**config.mk**
```make
export PLATFORM = sky130hd
export DESIGN_NAME = pwmc_core
export DESIGN_NICKNAME = d
export VERILOG_FILES = /design/src/common/pwmc_pkg.sv /design/src/core/pwmc_tick.sv /design/src/core/pwmc_core.sv
export VERILOG_INCLUDE_DIRS = /design/src /design/src/common
export SDC_FILE = /design/constraint.sdc
export NUM_CORES = 1
export LEC_CHECK = 0
export ABC_CLOCK_PERIOD_IN_PS = 3500
export BUFFER_PORTS_ARGS = -buffer_cell sky130_fd_sc_hd__buf_2
export CAP_MARGIN = 5
export CORE_ASPECT_RATIO = 1.4
export CORE_MARGIN = 2
export CORE_UTILIZATION = 30
export DETAILED_ROUTE_END_ITERATION = 6
export MAX_ROUTING_LAYER = met4
export PLACE_DENSITY = 0.49
export SLEW_MARGIN = 10
export SYNTH_ARGS = -nofsm -noshare
export SYNTH_HDL_FRONTEND = slang
export SYNTH_HIERARCHICAL = 1
export SYNTH_SLANG_ARGS = --single-unit
```
**constraint.sdc**
```tcl
create_clock -name mclk_i -period 3.5 [get_ports mclk_i]
set_clock_uncertainty 0.1 [all_clocks]
set_input_delay 0 -clock mclk_i [delete_from_list [all_inputs] [get_ports mclk_i]]
set_output_delay 0 -clock mclk_i [all_outputs]
set_load 0.01 [all_outputs]
```
**src/common/pwmc_defines.svh**
```systemverilog
// register offsets, field positions, reset values and timing counts of the pwm channel
`ifndef PWMC_DEFINES_SVH
`define PWMC_DEFINES_SVH
`define PWMC_ADDR_W        4
`define PWMC_OFS_CTRL      4'h0
`define PWMC_OFS_CLKSEL    4'h1
`define PWMC_OFS_FLAG      4'h2
`define PWMC_OFS_MASK      4'h3
`define PWMC_OFS_PERIOD    4'h4
`define PWMC_OFS_DUTY      4'h5
`define PWMC_OFS_PHASE     4'h6
`define PWMC_OFS_OFFSET    4'h7
`define PWMC_OFS_COUNT     4'h8
`define PWMC_OFS_MIRROR    4'h9
`define PWMC_CTRL_EN       7
`define PWMC_CTRL_OUT      5
`define PWMC_CTRL_INV      4
`define PWMC_CTRL_MODE_LO  2
`define PWMC_CTRL_RST      8'h00
`define PWMC_CLK_PS_LO     4
`define PWMC_CLK_CS_LO     0
`define PWMC_CLK_RST       8'h00
`define PWMC_FLAG_RST      8'h00
`define PWMC_FLAG_OFS      3
`define PWMC_FLAG_PH       2
`define PWMC_FLAG_DC       1
`define PWMC_FLAG_PR       0
`define PWMC_EVT_RST       16'h0000
`define PWMC_INSTR_DIV     4
`endif

```
**src/common/pwmc_pkg.sv**
```systemverilog
// types shared by the pwm channel files
`default_nettype none
package pwmc_pkg;
   typedef enum logic [1:0] {
      PWMC_CS_SYS  = 2'b00,
      PWMC_CS_HFO  = 2'b01,
      PWMC_CS_LFO  = 2'b10,
      PWMC_CS_RSVD = 2'b11
   } pwmc_csel_t;
   typedef enum logic [1:0] {
      PWMC_MODE_STD  = 2'b00,
      PWMC_MODE_SET  = 2'b01,
      PWMC_MODE_TOG  = 2'b10,
      PWMC_MODE_CTR  = 2'b11
   } pwmc_mode_t;
   typedef struct packed {
      logic [15:0] period;
      logic [15:0] duty;
      logic [15:0] phase;
      logic [15:0] offset;
   } pwmc_evt_t;
   typedef struct packed {
      logic ofs;
      logic ph;
      logic dc;
      logic pr;
   } pwmc_match_t;
endpackage : pwmc_pkg
`default_nettype wire

```
**src/core/pwmc_tick.sv**
```systemverilog
// clock-source pick and power-of-two prescaler giving counter ticks
`default_nettype none
`include "pwmc_defines.svh"
module pwmc_tick
   import pwmc_pkg::*;
#(
   parameter int PS_W = 3
) (
   // clock and reset
   input  wire logic             mclk_i,
   input  wire logic             sys_rst_i,
   input  wire logic             ce_i,
   // control
   input  wire logic             run_i,
   input  wire pwmc_csel_t       csel_i,
   input  wire logic [PS_W-1:0]  ps_i,
   // oscillator pins
   input  wire logic             hfo_i,
   input  wire logic             lfo_i,
   // tick out
   output logic                  tick_o
);
   logic [1:0]   hfo_s_r, lfo_s_r, hfo_s_nxt, lfo_s_nxt;
   logic         hfo_d_r, lfo_d_r, hfo_d_nxt, lfo_d_nxt;
   logic [6:0]   pre_r, pre_nxt;
   logic         src_tick;
   logic [6:0]   pre_max;

   ////////////////////////////////////////////////////////////////////
   always_comb begin
      hfo_s_nxt = {hfo_s_r[0], hfo_i};
      lfo_s_nxt = {lfo_s_r[0], lfo_i};
      hfo_d_nxt = hfo_s_r[1];
      lfo_d_nxt = lfo_s_r[1];
      pre_max   = 7'((8'h01 << ps_i) - 8'h01);
      unique case (csel_i)
         PWMC_CS_SYS: src_tick = 1'b1;
         PWMC_CS_HFO: src_tick = hfo_s_r[1] & ~hfo_d_r;
         PWMC_CS_LFO: src_tick = lfo_s_r[1] & ~lfo_d_r;
         default:     src_tick = 1'b0;
      endcase
      pre_nxt = pre_r;
      tick_o  = 1'b0;
      // divide by two to the ps
      if (!run_i) begin
         pre_nxt = 7'h00;
      end else if (src_tick) begin
         if (pre_r >= pre_max) begin
            pre_nxt = 7'h00;
            tick_o  = 1'b1;
         end else begin
            pre_nxt = 7'(pre_r + 7'h01);
         end
      end
      if (!ce_i) begin
         tick_o = 1'b0;
      end
   end

   always_ff @(posedge mclk_i) begin
      if (sys_rst_i) begin
         hfo_s_r <= 2'h0;
         lfo_s_r <= 2'h0;
         hfo_d_r <= 1'b0;
         lfo_d_r <= 1'b0;
         pre_r   <= 7'h00;
      end else if (ce_i) begin
         hfo_s_r <= hfo_s_nxt;
         lfo_s_r <= lfo_s_nxt;
         hfo_d_r <= hfo_d_nxt;
         lfo_d_r <= lfo_d_nxt;
         pre_r   <= pre_nxt;
      end
   end
endmodule : pwmc_tick
`default_nettype wire

```
**src/core/pwmc_core.sv**
```systemverilog
// one pwm channel: counter, event compare, output, flags and registers
// Operation
// - sixteen-bit counter gives pwm resolution
// - private counter from selected clock source
// - compare counter to event counts
// - own enable or shared mirror starts
// - output state bit readable
// - software may force output level outside standard mode
// - state bit resampled at system/4
// - open-drain drives low only
// - invert bit inverts output pin
// - inversion holds while channel disabled
// - flag register: offset phase duty period
// - flags hardware set, software read/write, a written one clears the flag
// - flags held clear while disabled
// - clock source select, code 11 reserved
// - prescaler divides by power of two
//
// Chosen here: the address-and-strobe port and the placing of the registers.
`default_nettype none
`include "pwmc_defines.svh"
module pwmc_core
   import pwmc_pkg::*;
#(
   parameter int CNT_W = 16,
   parameter int CH_ID = 0,
   parameter int NCH   = 4
) (
   // clock and reset
   input  wire logic                    mclk_i,
   input  wire logic                    sys_rst_i,
   input  wire logic                    ce_i,
   // register port
   input  wire logic [`PWMC_ADDR_W-1:0] addr_i,
   input  wire logic [15:0]             wdata_i,
   input  wire logic                    wr_i,
   input  wire logic                    rd_i,
   output logic      [15:0]             rdata_o,
   // oscillators
   input  wire logic                    hfo_i,
   input  wire logic                    lfo_i,
   // port pin config
   input  wire logic                    open_drain_bit_i,
   // pin and interrupt
   output logic                         pwm_o,
   output logic                         pwm_oe_n_o,
   output logic                         irq_o
);
   logic [7:0]       ctrl_r, ctrl_nxt;
   logic [7:0]       clk_r, clk_nxt;
   logic [3:0]       flag_r, flag_nxt;
   logic [3:0]       mask_r, mask_nxt;
   pwmc_evt_t        evt_r, evt_nxt;
   logic [CNT_W-1:0] cnt_r, cnt_nxt;
   logic             wav_r, wav_nxt;
   logic             pin_r, pin_nxt;
   logic [1:0]       div_r, div_nxt;
   logic             out_s_r, out_s_nxt;
   logic [15:0]      rdata_r, rdata_nxt;
   logic             en;
   logic             tick;
   pwmc_match_t      hit;
   pwmc_mode_t       mode;
   logic             lvl;

   assign en   = ctrl_r[`PWMC_CTRL_EN];
   assign mode = pwmc_mode_t'(ctrl_r[`PWMC_CTRL_MODE_LO +: 2]);

   ////////////////////////////////////////////////////////////////////
   // private tick source
   pwmc_tick #(
      .PS_W (3)
   ) u_tick (
      .mclk_i    (mclk_i),
      .sys_rst_i (sys_rst_i),
      .ce_i      (ce_i),
      .run_i     (en),
      .csel_i    (pwmc_csel_t'(clk_r[`PWMC_CLK_CS_LO +: 2])),
      .ps_i      (clk_r[`PWMC_CLK_PS_LO +: 3]),
      .hfo_i     (hfo_i),
      .lfo_i     (lfo_i),
      .tick_o    (tick)
   );

   ////////////////////////////////////////////////////////////////////
   // counter and compares
   always_comb begin
      hit     = '0;
      cnt_nxt = cnt_r;
      if (en && tick) begin
         hit.pr  = (cnt_r == CNT_W'(evt_r.period));
         hit.dc  = (cnt_r == CNT_W'(evt_r.duty));
         hit.ph  = (cnt_r == CNT_W'(evt_r.phase));
         hit.ofs = (cnt_r == CNT_W'(evt_r.offset));
      end
      if (!en) begin
         cnt_nxt = '0;
      end else if (tick) begin
         cnt_nxt = hit.pr ? '0 : CNT_W'(cnt_r + 1'b1);
      end
   end

   ////////////////////////////////////////////////////////////////////
   // waveform, pin and registers
   always_comb begin
      ctrl_nxt = ctrl_r;
      clk_nxt  = clk_r;
      mask_nxt = mask_r;
      evt_nxt  = evt_r;
      wav_nxt  = wav_r;
      flag_nxt = flag_r;
      if (wr_i) begin
         unique case (addr_i)
            `PWMC_OFS_CTRL:   ctrl_nxt = wdata_i[7:0];
            `PWMC_OFS_CLKSEL: clk_nxt  = wdata_i[7:0] & 8'h73;
            `PWMC_OFS_MASK:   mask_nxt = wdata_i[3:0];
            `PWMC_OFS_PERIOD: evt_nxt.period = wdata_i;
            `PWMC_OFS_DUTY:   evt_nxt.duty   = wdata_i;
            `PWMC_OFS_PHASE:  evt_nxt.phase  = wdata_i;
            `PWMC_OFS_OFFSET: evt_nxt.offset = wdata_i;
            `PWMC_OFS_MIRROR: ctrl_nxt[`PWMC_CTRL_EN] = wdata_i[CH_ID % NCH];
            default:          ctrl_nxt = ctrl_r;
         endcase
      end
      if (wr_i && addr_i == `PWMC_OFS_FLAG) begin
         flag_nxt = flag_r & ~wdata_i[3:0];
      end
      flag_nxt = flag_nxt | {hit.ofs, hit.ph, hit.dc, hit.pr};
      if (!ctrl_nxt[`PWMC_CTRL_EN] || !en) begin
         flag_nxt = 4'h0;
      end
      if (wr_i && addr_i == `PWMC_OFS_CTRL && mode != PWMC_MODE_STD) begin
         wav_nxt = wdata_i[`PWMC_CTRL_OUT];
      end else if (en) begin
         if (hit.ph) begin
            wav_nxt = 1'b1;
         end
         if (hit.dc) begin
            wav_nxt = 1'b0;
         end
      end else begin
         wav_nxt = 1'b0;
      end
      lvl     = wav_r ^ ctrl_r[`PWMC_CTRL_INV];
      pin_nxt = lvl;
      div_nxt   = 2'(div_r + 2'h1);
      out_s_nxt = (div_r == 2'(`PWMC_INSTR_DIV - 1)) ? wav_r : out_s_r;
      rdata_nxt = 16'h0000;
      if (rd_i) begin
         unique case (addr_i)
            `PWMC_OFS_CTRL:   rdata_nxt = {8'h00, ctrl_r[7:6], out_s_r, ctrl_r[4:0]};
            `PWMC_OFS_CLKSEL: rdata_nxt = {8'h00, clk_r};
            `PWMC_OFS_FLAG:   rdata_nxt = {12'h000, flag_r};
            `PWMC_OFS_MASK:   rdata_nxt = {12'h000, mask_r};
            `PWMC_OFS_PERIOD: rdata_nxt = evt_r.period;
            `PWMC_OFS_DUTY:   rdata_nxt = evt_r.duty;
            `PWMC_OFS_PHASE:  rdata_nxt = evt_r.phase;
            `PWMC_OFS_OFFSET: rdata_nxt = evt_r.offset;
            `PWMC_OFS_COUNT:  rdata_nxt = 16'(cnt_r);
            default:          rdata_nxt = 16'h0000;
         endcase
      end
   end

   ////////////////////////////////////////////////////////////////////
   always_ff @(posedge mclk_i) begin
      if (sys_rst_i) begin
         ctrl_r  <= `PWMC_CTRL_RST;
         clk_r   <= `PWMC_CLK_RST;
         flag_r  <= 4'(`PWMC_FLAG_RST);
         mask_r  <= 4'h0;
         evt_r   <= '0;
         cnt_r   <= '0;
         wav_r   <= 1'b0;
         pin_r   <= 1'b0;
         div_r   <= 2'h0;
         out_s_r <= 1'b0;
         rdata_r <= 16'h0000;
      end else if (ce_i) begin
         ctrl_r  <= ctrl_nxt;
         clk_r   <= clk_nxt;
         flag_r  <= flag_nxt;
         mask_r  <= mask_nxt;
         evt_r   <= evt_nxt;
         cnt_r   <= cnt_nxt;
         wav_r   <= wav_nxt;
         pin_r   <= pin_nxt;
         div_r   <= div_nxt;
         out_s_r <= out_s_nxt;
         rdata_r <= rdata_nxt;
      end
   end

   ////////////////////////////////////////////////////////////////////
   assign rdata_o    = rdata_r;
   assign irq_o      = |(flag_r & mask_r);
   assign pwm_o      = open_drain_bit_i ? 1'b0 : pin_r;
   assign pwm_oe_n_o = open_drain_bit_i ? pin_r : 1'b0;
endmodule : pwmc_core
`default_nettype wire

```
==> reports/results.ini <==
[synthesis]
async_flop_share=0
synthXorXnorAreaFrac=0.100
postSynthCellCount=841
synth_adder_area_share=0.0181
synth_top_area_cell=dfxtp_1
synthTopCellsByCount=171 x nand2_1, 134 x dfxtp_1, 108 x a21oi_1
yosysMostFrequentCell=nand2_1
synth-main-ff-cell=dfxtp_1
synthSimpleGateAreaFrac=0.224
syn_avg_cell_area_um2=8.20
muxShareOfSynthArea=0.0330
synth_top_family_by_area=simple AND/OR/NAND/NOR gates
synthDistinctLibCells=62
syn_area_um2=6890
synthTopCellsByArea=dfxtp_1 39%, nand2_1 9.3%, a21oi_1 7.8%
synth_warnings=6
ys_ff_latch=134
ys_seq_area_frac=0.389
synth_edf_count=0
synth.top_cell.area_share=0.389
synth_compound_area_frac=0.187
synth_nets=879

[global_routing]
grt_util_all_layers=0.198
grt_pass1_wl_mm=35.3
grt-ovfl-total=0
grt_pass1_vias=5883
antenna_found_initial=0
grt_start_max_net_pins=72

[route]
wire_per_inst_um=19.5
drt-pass1-iter-count=7
vias=6218
ant_nets=0
first_iter_violations=774
vias_per_cell=5.21
drcViolationCount=5
wl_mm=23.3

[cells_and_area]
fill_cells=2383
seqCellArea_um2=2680
stdcell_count=1194
area_growth_pct=17.5
final_util=0.360
final_cell_area_um2=8100
multi_input_area_um2=3890
antenna_cells=0
layout.nets=918
drive_gt1_frac=0.142

[sta]
final.period_utilization=0.907
finalSetupViolCount=0
tightest_slew_ns=0.914
rsz0062_at_grt=no
drv_slew=0
fmax_ghz=0.315
setup-tns-final_ns=0
layout_setup_ws_ns=0.326
fin_crit_ns=3.17
max_slew_margin=0.389
finalHoldViolations=0
fin_hold_ws_ns=0.0202

[setup_path]
critical_path_class=flop to flop
slowest_delay_ns=0.49
crit_path_end_kind=flop
slowest_stage=dfxtp_1
cp_cell_sequence=nand3_1, ha_1, nand2_1, nor2_1, a21oi_1, nor2_1, nor2b_1, nand4b_1, nor2_1, nand3_1, o21ai_0, a221oi_1
cp_max_fo=9
worstSetupStartpointType=flop
crit_top_cell=nor2_1
crit_arrival_ns=3.33
crit_required_ns=3.66

[pwr]
power-per-cell-area_nw_per_um2=432
finalPower_mw=3.50
ir_worst_vdd_mv=0.315
p_leak_nw=2.97

[clocking]
cts_root_buffer=clkbuf_16
post_cts_resized=0
cts_hold_repair.buffers=19
postCtsSetupBuffers=0
cts_tree=yes
path_clk_slew_ns=0.06
htree_levels=4
clk_latency_ns=0.43
clock_tree.buffer_depth=2
cts.sinks=134
numCtsBuffers=17

[floorplan]
die_w_um=132
rows=65
start_util=0.306
die_y_um=183
ios=47
core_um2=22500
die-area_um2=24200

[placement]
dp_hpwl_mm=16.5
portBuffers=46
dpl_worst_slack_ns=0.363
place_congestion=0.915
place_area_um2=7350
place_inst=1143

[min_path]
worst_hold_path_type=input pin to flop

[run_status]
violations=DRC
status=finished with violations

[flow_run]
maxCapViolCount=0

==> cells in the final DEF (no fill, tap or decap), types with 17 or more instances in the layout <==
cell           synthesis  routed
xor2_1                52      52
buf_2                 25      45
nand3_1               27      27
dfxtp_1              134     134
dlygate4sd3_1          0      19
mux2i_1               19      19
nor2_1                58      58
a22oi_1               22      22
nand2_1              171     171
clkbuf_16              0      17
a21oi_1              108     108
buf_4                  5      19
xnor2_1               27      27
==> sequential cells by signal, summed over array words and instances, names as in the netlist <==
signal,count
wav_r,1
clk_r,5
evt_r,64
u_tick/lfo_s_r,2
mask_r,4
u_tick/pre_r,7
cnt_r,16
div_r,2
pin_r,1
u_tick/hfo_d_r,1
out_s_r,1
u_tick/lfo_d_r,1
rdata_o,16
ctrl_r,7
u_tick/hfo_s_r,2
flag_r,4
==> layer usage <==
metal  vias to the layer above  track usage  wire length, um
li1                       3024            -                -
met1                      2947        0.224             9640
met2                       194        0.334            11500
met3                        53       0.0379             1120
met4                         0       0.0974             1060
met5                         -            -                0
==> critical path, delay by kind of cell (launching register included) <==
family	cells	cell delay, ns
compound gates	3	0.45
fa+ha+maj	1	0.32
flops	1	0.49
simple gates	8	1.66
==> worst paths after layout <==
| check | startpoint | to | slack [ns] | depth (start not counted) |
|---|---|---|---|---|
| min | wr_i | ctrl_r[7]$_SDFFE_PP0P_ | 0.02 | 4 |
| min reg2reg | rdata_o[0]$_SDFFE_PP0P_ | rdata_o[0]$_SDFFE_PP0P_ | 0.37 | 2 |
| max | clk_r[6]$_SDFFE_PP0P_ | cnt_r[11]$_SDFFE_PP0P_ | 0.33 | 12 |
| max reg2reg | clk_r[6]$_SDFFE_PP0P_ | cnt_r[11]$_SDFFE_PP0P_ | 0.33 | 12 |
==> kinds of logic (layout without fill, tap and decap cells) <==
family / count (synthesis) / in the layout
AO/OA/AOI/OAI: 198 / 198
XOR/XNOR: 79 / 79
adder cells (fa/ha/maj): 10 / 10
buffers and inverters: 72 / 124
flip-flops: 134 / 134
multiplexers: 21 / 21
AND/OR/NAND/NOR: 327 / 327
==> cell type report <==
class	count	share of cell area
Tap cell	301	0.0465
Inverter	9	0.00417
Clock buffer	20	0.0551
Timing Repair Buffer	83	0.0689
Clock inverter	12	0.0147
Multi-Input combinational cell	635	0.480
Sequential cell	134	0.331
==> power breakdown <==
group / leakage, nW / switching, mW / internal, mW
Clock: 0.268 / 0.728 / 1.01
Combinational: 1.62 / 0.141 / 0.0702
Sequential: 1.08 / 0.0130 / 1.54
Total: 2.97 / 0.882 / 2.62
(Power assumes the default switching activity.)
